==> config.mk <==
export PLATFORM = sky130hd
export DESIGN_NAME = numeric_format_converter
export DESIGN_NICKNAME = d
export VERILOG_FILES = /design/src/hw/numfmt_pkg.sv /design/src/hw/numeric_format_converter.sv
export SDC_FILE = /design/constraint.sdc
export NUM_CORES = 1
export LEC_CHECK = 0
export ABC_AREA = 1
export BUFFER_PORTS_ARGS = -buffer_cell sky130_fd_sc_hd__buf_2
export CELL_PAD_IN_SITES_DETAIL_PLACEMENT = 1
export CELL_PAD_IN_SITES_GLOBAL_PLACEMENT = 2
export CORE_MARGIN = 4
export CORE_UTILIZATION = 30
export CTS_CLUSTER_DIAMETER = 50
export DETAILED_ROUTE_END_ITERATION = 10
export GPL_ROUTABILITY_DRIVEN = 0
export GPL_TIMING_DRIVEN = 0
export PLACE_DENSITY_LB_ADDON = 0.15
export SLEW_MARGIN = 5
export SYNTH_ARGS = -nofsm -noshare
export SYNTH_HDL_FRONTEND = slang
export SYNTH_SLANG_ARGS = --single-unit
==> constraint.sdc <==
create_clock -name mclk -period 1.6 [get_ports mclk]
set_clock_uncertainty 0.1 [all_clocks]
set_input_delay 0.32 -clock mclk [delete_from_list [all_inputs] [get_ports mclk]]
set_output_delay 0.32 -clock mclk [all_outputs]
set_load 0.02 [all_outputs]
==> src/hw/numfmt_pkg.sv <==
// Contract
// - Integer operands from a 40-bit register use bits 31..0; bits 39..32 pass unchanged.
// - A 16-bit signed immediate becomes 32 bits by copying its sign bit upward.
// - Signed 32-bit integers are twos complement, range minus 2^31 to 2^31 minus 1.
// - A 16-bit unsigned immediate becomes 32 bits with zeros in the upper half.
// - Unsigned 32-bit integers are plain binary with no sign meaning.
// - Every float has a twos-complement exponent, one sign bit and a fraction.
// - Float value is 01.f times 2^e for sign 0, 10.f for sign 1.
// - A float whose exponent is the most negative code is zero, regardless of other bits.
// - Short float is 4-bit exponent, sign, 11-bit fraction; exponent minus eight means zero.
// - Short float binary point sits between mantissa bits 11 and 10.
// - Single float is 8-bit exponent in 31..24, sign, then 23-bit fraction.
// - Single float binary point sits between mantissa bits 23 and 22.
// - Extended float is exponent 39..32, sign at bit 31, then 31-bit fraction.
// - Extended float binary point sits between mantissa bits 31 and 30.
// - Canonical extended zero is exponent minus 128 with sign and fraction cleared.
// - Format conversions happen inside the operation stage and add no cycles.
// - A narrow zero widened to a wider format becomes that format's reserved zero.
// - Short to single sign-extends exponent, places sign and fraction at 23..12, clears 11..0.
// - Short to extended sign-extends exponent, places sign and fraction at 31..20, clears 19..0.
// - Single to extended copies all fields to 39..8 and clears 7..0.
// - Extended to single keeps exponent, sign, upper fraction, drops eight low bits unrounded.
package numfmt_pkg;

    // ----------------------------------------------------------------
    // Widths and field positions
    // ----------------------------------------------------------------
    localparam int EXT_W = 40;
    localparam int INT_W = 32;
    localparam int HALF_W = 16;
    localparam int EXP_W = 8;
    localparam int SHORT_EXP_W = 4;
    localparam int SHORT_EXP_MSB = 15;
    localparam int SHORT_EXP_LSB = 12;
    localparam int SHORT_SIGN = 11;
    localparam int SHORT_FRAC_MSB = 10;
    localparam int SINGLE_EXP_MSB = 31;
    localparam int SINGLE_EXP_LSB = 24;
    localparam int SINGLE_SIGN = 23;
    localparam int SINGLE_FRAC_MSB = 22;
    localparam int EXT_FRAC_W = 31;
    localparam int SHORT_PAD_W = 20;
    localparam int SINGLE_PAD_W = 8;
    localparam int MAN_W = 33;

    // ----------------------------------------------------------------
    // Reserved values
    // ----------------------------------------------------------------
    localparam logic [EXP_W-1:0] ZERO_EXP = 8'h80;
    localparam logic [SHORT_EXP_W-1:0] SHORT_ZERO_EXP = 4'h8;
    localparam logic [INT_W-1:0] INT_ZERO = 32'h00000000;

    // ----------------------------------------------------------------
    // Operations
    // ----------------------------------------------------------------
    typedef enum logic [3:0] {
        OP_INT_REG,
        OP_UINT_REG,
        OP_INT_SHORT,
        OP_UINT_SHORT,
        OP_SHORT_TO_SINGLE,
        OP_SHORT_TO_EXT,
        OP_SINGLE_TO_EXT,
        OP_EXT_TO_SINGLE,
        OP_EXT_DECODE
    } op_t;

    typedef struct packed {
        logic [EXP_W-1:0] exp;
        logic sign;
        logic [EXT_FRAC_W-1:0] frac;
    } fp_ext_t;

    typedef struct packed {
        logic valid;
        op_t op;
        logic [EXT_W-1:0] operand;
    } req_t;

    typedef struct packed {
        logic valid;
        logic illegal;
        logic [EXT_W-1:0] result;
        logic zero;
        logic negative;
        logic [EXP_W-1:0] exp;
        logic [MAN_W-1:0] man;
    } rsp_t;

endpackage

==> src/hw/numeric_format_converter.sv <==
`timescale 1ns/1ns
`default_nettype none

module numeric_format_converter (
    input wire logic mclk,
    input wire logic nrst,
    input wire logic ce,
    input wire numfmt_pkg::req_t req,
    output numfmt_pkg::rsp_t rsp
);

    // ----------------------------------------------------------------
    // State
    // ----------------------------------------------------------------
    typedef struct packed {
        logic rst_meta;
        logic rst_sync;
        numfmt_pkg::rsp_t rsp;
    } state_t;

    state_t state;
    state_t next_state;

    // ----------------------------------------------------------------
    // Integer helpers
    // ----------------------------------------------------------------
    function automatic logic [numfmt_pkg::INT_W-1:0] widen_signed(
        input logic [numfmt_pkg::HALF_W-1:0] imm
    );
        widen_signed = {{numfmt_pkg::HALF_W{imm[numfmt_pkg::HALF_W-1]}}, imm};
    endfunction

    function automatic logic [numfmt_pkg::INT_W-1:0] widen_unsigned(
        input logic [numfmt_pkg::HALF_W-1:0] imm
    );
        widen_unsigned = {{numfmt_pkg::HALF_W{1'b0}}, imm};
    endfunction

    // ----------------------------------------------------------------
    // Float helpers
    // ----------------------------------------------------------------
    // Every layout is lifted to the extended field layout first, so that
    // decoding exists in exactly one place; zeros are caught in from_short, from_single and to_single.
    function automatic numfmt_pkg::fp_ext_t ext_zero();
        numfmt_pkg::fp_ext_t z;
        z.exp = numfmt_pkg::ZERO_EXP;
        z.sign = 1'b0;
        z.frac = '0;
        ext_zero = z;
    endfunction

    function automatic numfmt_pkg::fp_ext_t from_short(
        input logic [numfmt_pkg::HALF_W-1:0] d
    );
        numfmt_pkg::fp_ext_t f;
        logic [numfmt_pkg::SHORT_EXP_W-1:0] e;
        e = d[numfmt_pkg::SHORT_EXP_MSB:numfmt_pkg::SHORT_EXP_LSB];
        f.exp = {{(numfmt_pkg::EXP_W - numfmt_pkg::SHORT_EXP_W){e[numfmt_pkg::SHORT_EXP_W-1]}}, e};
        f.sign = d[numfmt_pkg::SHORT_SIGN];
        f.frac = {d[numfmt_pkg::SHORT_FRAC_MSB:0], {numfmt_pkg::SHORT_PAD_W{1'b0}}};
        if (e == numfmt_pkg::SHORT_ZERO_EXP) begin
            // Plain sign extension would give exponent minus eight, which is
            // not zero in the wider layouts.
            f = ext_zero();
        end
        from_short = f;
    endfunction

    function automatic numfmt_pkg::fp_ext_t from_single(
        input logic [numfmt_pkg::INT_W-1:0] d
    );
        numfmt_pkg::fp_ext_t f;
        f.exp = d[numfmt_pkg::SINGLE_EXP_MSB:numfmt_pkg::SINGLE_EXP_LSB];
        f.sign = d[numfmt_pkg::SINGLE_SIGN];
        f.frac = {d[numfmt_pkg::SINGLE_FRAC_MSB:0], {numfmt_pkg::SINGLE_PAD_W{1'b0}}};
        if (f.exp == numfmt_pkg::ZERO_EXP) begin
            f = ext_zero();
        end
        from_single = f;
    endfunction

    function automatic logic [numfmt_pkg::INT_W-1:0] to_single(
        input numfmt_pkg::fp_ext_t f
    );
        numfmt_pkg::fp_ext_t g;
        g = f;
        if (f.exp == numfmt_pkg::ZERO_EXP) begin
            g = ext_zero();
        end
        // Low fraction bits are dropped, never rounded.
        to_single = {g.exp, g.sign,
                     g.frac[numfmt_pkg::EXT_FRAC_W-1:numfmt_pkg::SINGLE_PAD_W]};
    endfunction

    function automatic logic is_zero(
        input numfmt_pkg::fp_ext_t f
    );
        is_zero = (f.exp == numfmt_pkg::ZERO_EXP);
    endfunction

    // Mantissa with the nonsign bit made explicit: sign, nonsign, fraction.
    // The binary point lies below the nonsign bit, which is bit 31 of this
    // word; short and single sit in its upper bits with their own points
    // between 11 and 10 and between 23 and 22 of their mantissas.
    function automatic logic [numfmt_pkg::MAN_W-1:0] explicit_man(
        input numfmt_pkg::fp_ext_t f
    );
        if (is_zero(f)) begin
            explicit_man = '0;
        end else begin
            explicit_man = {f.sign, ~f.sign, f.frac};
        end
    endfunction

    // ----------------------------------------------------------------
    // Next-state logic
    // ----------------------------------------------------------------
    // The whole conversion is combinational inside one stage, so an
    // arithmetic unit that fuses it into its own stage pays no cycle.
    always_comb begin
        numfmt_pkg::fp_ext_t src;
        logic [numfmt_pkg::INT_W-1:0] word;
        logic float_op;
        src = ext_zero();
        word = numfmt_pkg::INT_ZERO;
        float_op = 1'b0;
        next_state = state;
        if (ce) begin
            next_state.rst_meta = 1'b1;
            next_state.rst_sync = state.rst_meta;
            next_state.rsp = '0;
            next_state.rsp.valid = req.valid;
            if (req.valid) begin
                unique case (req.op)
                    numfmt_pkg::OP_INT_REG: begin
                        word = req.operand[numfmt_pkg::INT_W-1:0];
                        next_state.rsp.result = req.operand;
                        next_state.rsp.negative = word[numfmt_pkg::INT_W-1];
                        next_state.rsp.zero = (word == numfmt_pkg::INT_ZERO);
                    end
                    numfmt_pkg::OP_UINT_REG: begin
                        word = req.operand[numfmt_pkg::INT_W-1:0];
                        next_state.rsp.result = req.operand;
                        next_state.rsp.negative = 1'b0;
                        next_state.rsp.zero = (word == numfmt_pkg::INT_ZERO);
                    end
                    numfmt_pkg::OP_INT_SHORT: begin
                        word = widen_signed(req.operand[numfmt_pkg::HALF_W-1:0]);
                        next_state.rsp.result = {{(numfmt_pkg::EXT_W - numfmt_pkg::INT_W){1'b0}}, word};
                        next_state.rsp.negative = word[numfmt_pkg::INT_W-1];
                        next_state.rsp.zero = (word == numfmt_pkg::INT_ZERO);
                    end
                    numfmt_pkg::OP_UINT_SHORT: begin
                        word = widen_unsigned(req.operand[numfmt_pkg::HALF_W-1:0]);
                        next_state.rsp.result = {{(numfmt_pkg::EXT_W - numfmt_pkg::INT_W){1'b0}}, word};
                        next_state.rsp.negative = 1'b0;
                        next_state.rsp.zero = (word == numfmt_pkg::INT_ZERO);
                    end
                    numfmt_pkg::OP_SHORT_TO_SINGLE: begin
                        float_op = 1'b1;
                        src = from_short(req.operand[numfmt_pkg::HALF_W-1:0]);
                        word = to_single(src);
                        next_state.rsp.result = {{(numfmt_pkg::EXT_W - numfmt_pkg::INT_W){1'b0}}, word};
                    end
                    numfmt_pkg::OP_SHORT_TO_EXT: begin
                        float_op = 1'b1;
                        src = from_short(req.operand[numfmt_pkg::HALF_W-1:0]);
                        next_state.rsp.result = src;
                    end
                    numfmt_pkg::OP_SINGLE_TO_EXT: begin
                        float_op = 1'b1;
                        src = from_single(req.operand[numfmt_pkg::INT_W-1:0]);
                        next_state.rsp.result = src;
                    end
                    numfmt_pkg::OP_EXT_TO_SINGLE: begin
                        float_op = 1'b1;
                        src = req.operand;
                        word = to_single(src);
                        src = from_single(word);
                        next_state.rsp.result = {{(numfmt_pkg::EXT_W - numfmt_pkg::INT_W){1'b0}}, word};
                    end
                    numfmt_pkg::OP_EXT_DECODE: begin
                        float_op = 1'b1;
                        src = req.operand;
                        // The stored word is kept as given; only the decode
                        // treats a non-canonical zero as zero.
                        next_state.rsp.result = req.operand;
                    end
                    default: begin
                        next_state.rsp.illegal = 1'b1;
                    end
                endcase
                if (float_op) begin
                    next_state.rsp.zero = is_zero(src);
                    next_state.rsp.negative = src.sign & ~is_zero(src);
                    next_state.rsp.exp = is_zero(src) ? numfmt_pkg::ZERO_EXP : src.exp;
                    next_state.rsp.man = explicit_man(src);
                end
            end
            if (!state.rst_sync) begin
                next_state.rsp = '0;
            end
        end
    end

    // ----------------------------------------------------------------
    // Registers
    // ----------------------------------------------------------------
    // The reset release passes two flops inside the state word; until the
    // second one is set the answer register is held clear.
    always_ff @(posedge mclk or negedge nrst) begin
        if (!nrst) begin
            state <= '0;
        end else begin
            state <= next_state;
        end
    end

    assign rsp = state.rsp;

endmodule

`default_nettype wire

==> results.md <==
* Crit path largest cell delay at 0.49 ns
* Sw Pwr at 1.811 mW
* CP max stage cell: a211oi_1
* Post-synthesis sequential area ratio at 36.93%
* Bufs on Longest Clock Path at 2
* Share of cells above drive strength 1 at 39.74%
* Syn Nets at 869
* Worst relative slew slack at 58.70%
* Drt pass-1 iters at 5
* Area grow syn2layout at 33.94%
* Core ar. at 0.01940 mm^2
* Worst path bufs/invs at 4
* DRT Wirelength at 24,970 um
* Critical path depth in cells at 9
* RR Startpoint: state[85]
* Peak supply drop at 0.0005229 V
* Inserted Diodes at 0
* GR Util met3 at 2.895%
* Worst r2r dst: rsp[69]
* Clock share of power at 37.5%
* Post-layout util at 40.70%
* Final Critical Period at 1.650 ns
* GR Util met1 at 32.88%
* Depth of the CTS H-tree at 3
* IO Port Bufs at 128
* First-pass GRT wire length at 38,430 um
* TNS Setup at -0.04997 ns
* Design area at 0.007895 mm^2
* DRT iter0 DRCs at 411
* DR WL/cell at 19.91 um
* CP Capture Type: flip-flop
* Die Height at 148.2 um
* Top Ports at 133
* Pwr/cell area at 717.5 mW/mm^2
* Vias in the first global route at 6,448
* R2R setup slack at 0.06 ns
* Routed Antenna Nets at 0
* Post-DP Area at 0.006937 mm^2
* M2 GR Usage at 36.20%
* Vias at 6,107
* Gate power share at 22.1%
* Total gr overflow at 0
* CTS buffer count at 9
* Latest clock arrival within the worst-skew pair at 0.35 ns
* Final worst path period share at 103.1%
* Final #Nets at 1,032
* Busiest grt layer: met2
* P_int at 3.854 mW
* Gate count of the mapped netlist at 821
* RSZ-0062 raised after global routing: yes
* Root buf cell: clkbuf_16
* Run status: finished with violations
* Hold WC Path Type: in -> reg
* CTS sink count at 87
* Vias per inst at 4.870
* Largest net degree at the start of global routing at 45
* Final WS setup at -0.04997 ns
* Required @ worst endpoint at 1.73 ns
* Seq cells post-synth at 87
* Die area at 0.02195 mm^2
* Num rows at 51
* Cell area after synthesis at 0.005894 mm^2
* Max Fclk at 0.6061 GHz
* Crit start category: input port
* Setup CP Type: in -> reg
* Drt drc at 0
* Sw Share at 31.97%
* Post-DP HPWL at 19,040 um
* Delay-heaviest family, CP: compound AO/OA/AOI/OAI gates
* Worst setup startpoint: req[43]
* CP Capture Point: rsp[80]
* Avg Inst Size Synth at 7.180 um^2
* CTS tree: built
* R2R cell count at 7
* Chip Width at 148.2 um
* Sequential fraction of design power at 40.3%
* Distinct cells, synth at 36
* Fin. Hold Viols at 0
* Worst Path Arrival at 1.78 ns
* Max-slew violations at 0
* Max FO, Critical Path at 10
* Leakage at 4.321 nW
* Initial antenna violation count at 0
* GRT Resource Usage Total at 22.80%
* Filler instances at 2,500
* Hold path depth at 3
* Maxcap violations at 0
* Starting density of the core at 30.39%
* Failing checks: setup timing
* CP cell instances: buf_12 -> inv_8 -> nor2_4 -> nand2_4 -> buf_8 -> o21ai_1 -> clkbuf_4 -> a211oi_1 -> o21ai_0
* Final Setup Violations at 1
* Least-Margin Pin Slew at 0.6195 ns
* Clock transition at the registers of the reported paths at 0.07 ns
* Synth Warn # at 0
==> cells by family after synthesis <==
group           synth area share [%]
flops                          36.93
simple gates                   36.06
compound gates                 10.25
buf+inv                        16.75
==> cell usage after synthesis, drive strengths merged <==
library cell,count,area (um^2)
nor3,5,30.03
nand4,14,87.58
dfrtp,87,2177
a21boi,2,15.01
nand3b,1,7.510
nor4,3,18.77
a211oi,2,15.01
or2,1,6.260
a22oi,2,15.01
a21oi,29,148.9
o211ai,6,45.04
a22o,4,35.03
o22ai,2,12.51
buf,106,779.5
o211a,1,10.01
clkbuf,19,72.56
nand2,255,979.7
nand3,121,705.7
and2,1,6.260
a21o,5,37.54
nor2,65,284.0
inv,36,135.1
o21ai,54,270.3
==> state kept, by name (all words and copies together) (netlist names) <==
signal	flops
rsp	85
state	2
==> routing by layer <==
layer	part of all wire, %	routed length [um]
met1	48	11880
met2	46	11450
met3	4.7	1166
met4	1.9	476
met5	0	0
==> worst min-delay path by stage <==
stage | startpoint | to | slack, ns
after floorplan | nrst | rsp[0] | -0.08
after global placement | state[86] | state[86] | 0.35
after detailed placement | nrst | rsp[24] | 0.28
after CTS | ce | state[85] | 0.15
after global routing | ce | state[85] | 0.18
final | ce | state[85] | 0.15
==> repair_timing <==
item                       4_1_cts  5_1_grt
gates cloned                     4        0
setup buffers                   10        9
resized for setup               98       54
hold endpoints to repair        43        0
hold buffers                     1        0
setup endpoints to repair       84       67
pin swaps                       13       19
==> layout make-up <==
| type | instances | area, um^2 | area share [%] |
|---|---|---|---|
| Clock inverter | 5 | 40.04 | 0.5071 |
| Timing Repair Buffer | 153 | 924.6 | 11.71 |
| Sequential cell | 87 | 2177 | 27.58 |
| Multi-Input combinational cell | 573 | 3073 | 38.92 |
| Buffer | 124 | 938.4 | 11.89 |
| Clock buffer | 11 | 252.7 | 3.201 |
| Inverter | 36 | 157.7 | 1.997 |
| Tap cell | 265 | 331.6 | 4.200 |
==> cell usage in the layout (no fill, tap or decap), types with 3 or more instances in the layout <==
cell        instances
o21ai_1            10
inv_1              21
nand3_4             4
nand3_1            88
clkinvlp_4          3
nand2_4             6
clkbuf_2            5
o211ai_1            6
nor2_4             17
nand3_2            29
a22o_1              4
nor4_1              3
nor2_2             10
nor2_1             38
dfrtp_1            87
nand2_1           230
o21ai_2             5
a21oi_1            26
clkbuf_8            3
o21ai_0            39
inv_2               9
nand4_1            14
inv_4               4
nand2_2            17
clkbuf_1            8
buf_4             110
clkbuf_4            4
a21o_1              5
nor3_1              4
a21oi_2             3
buf_12              5
buf_6               8
buf_2             129
clkbuf_16           9
==> worst register-to-register path, cell delays in order (launching register included) <==
cell and delay [ns]:
dfrtp_1 0.41, nand3_4 0.15, inv_4 0.09, nand2_4 0.15, inv_4 0.08, clkbuf_8 0.18
o21ai_1 0.17, nand2_1 0.08
==> per-stage QoR <==
stage | std cells | hold slack, ns | power, mW | setup WS [ns]
floorplan | 821 | -0.07559 | 2.914 | -0.03842
global placement | 1214 | 0.3485 | 3.356 | -0.8886
detailed placement | 1215 | 0.2755 | 3.369 | -0.8930
CTS | 1245 | 0.1460 | 5.649 | 0.001226
global route | 1254 | 0.1841 | 5.903 | -0.05464
finish | 1254 | 0.1472 | 5.665 | -0.04997
==> power by group through the flow <==
stage	Sequential, mW	Combinational [mW]	Clock (mW)
final	2.28	1.25	2.13
after global routing	2.29	1.35	2.26
after CTS	2.28	1.20	2.17
after detailed placement	2.33	1.04	0
after global placement	2.33	1.03	0
after floorplan	2.32	0.598	0
Power figures use the tool's default switching activity.
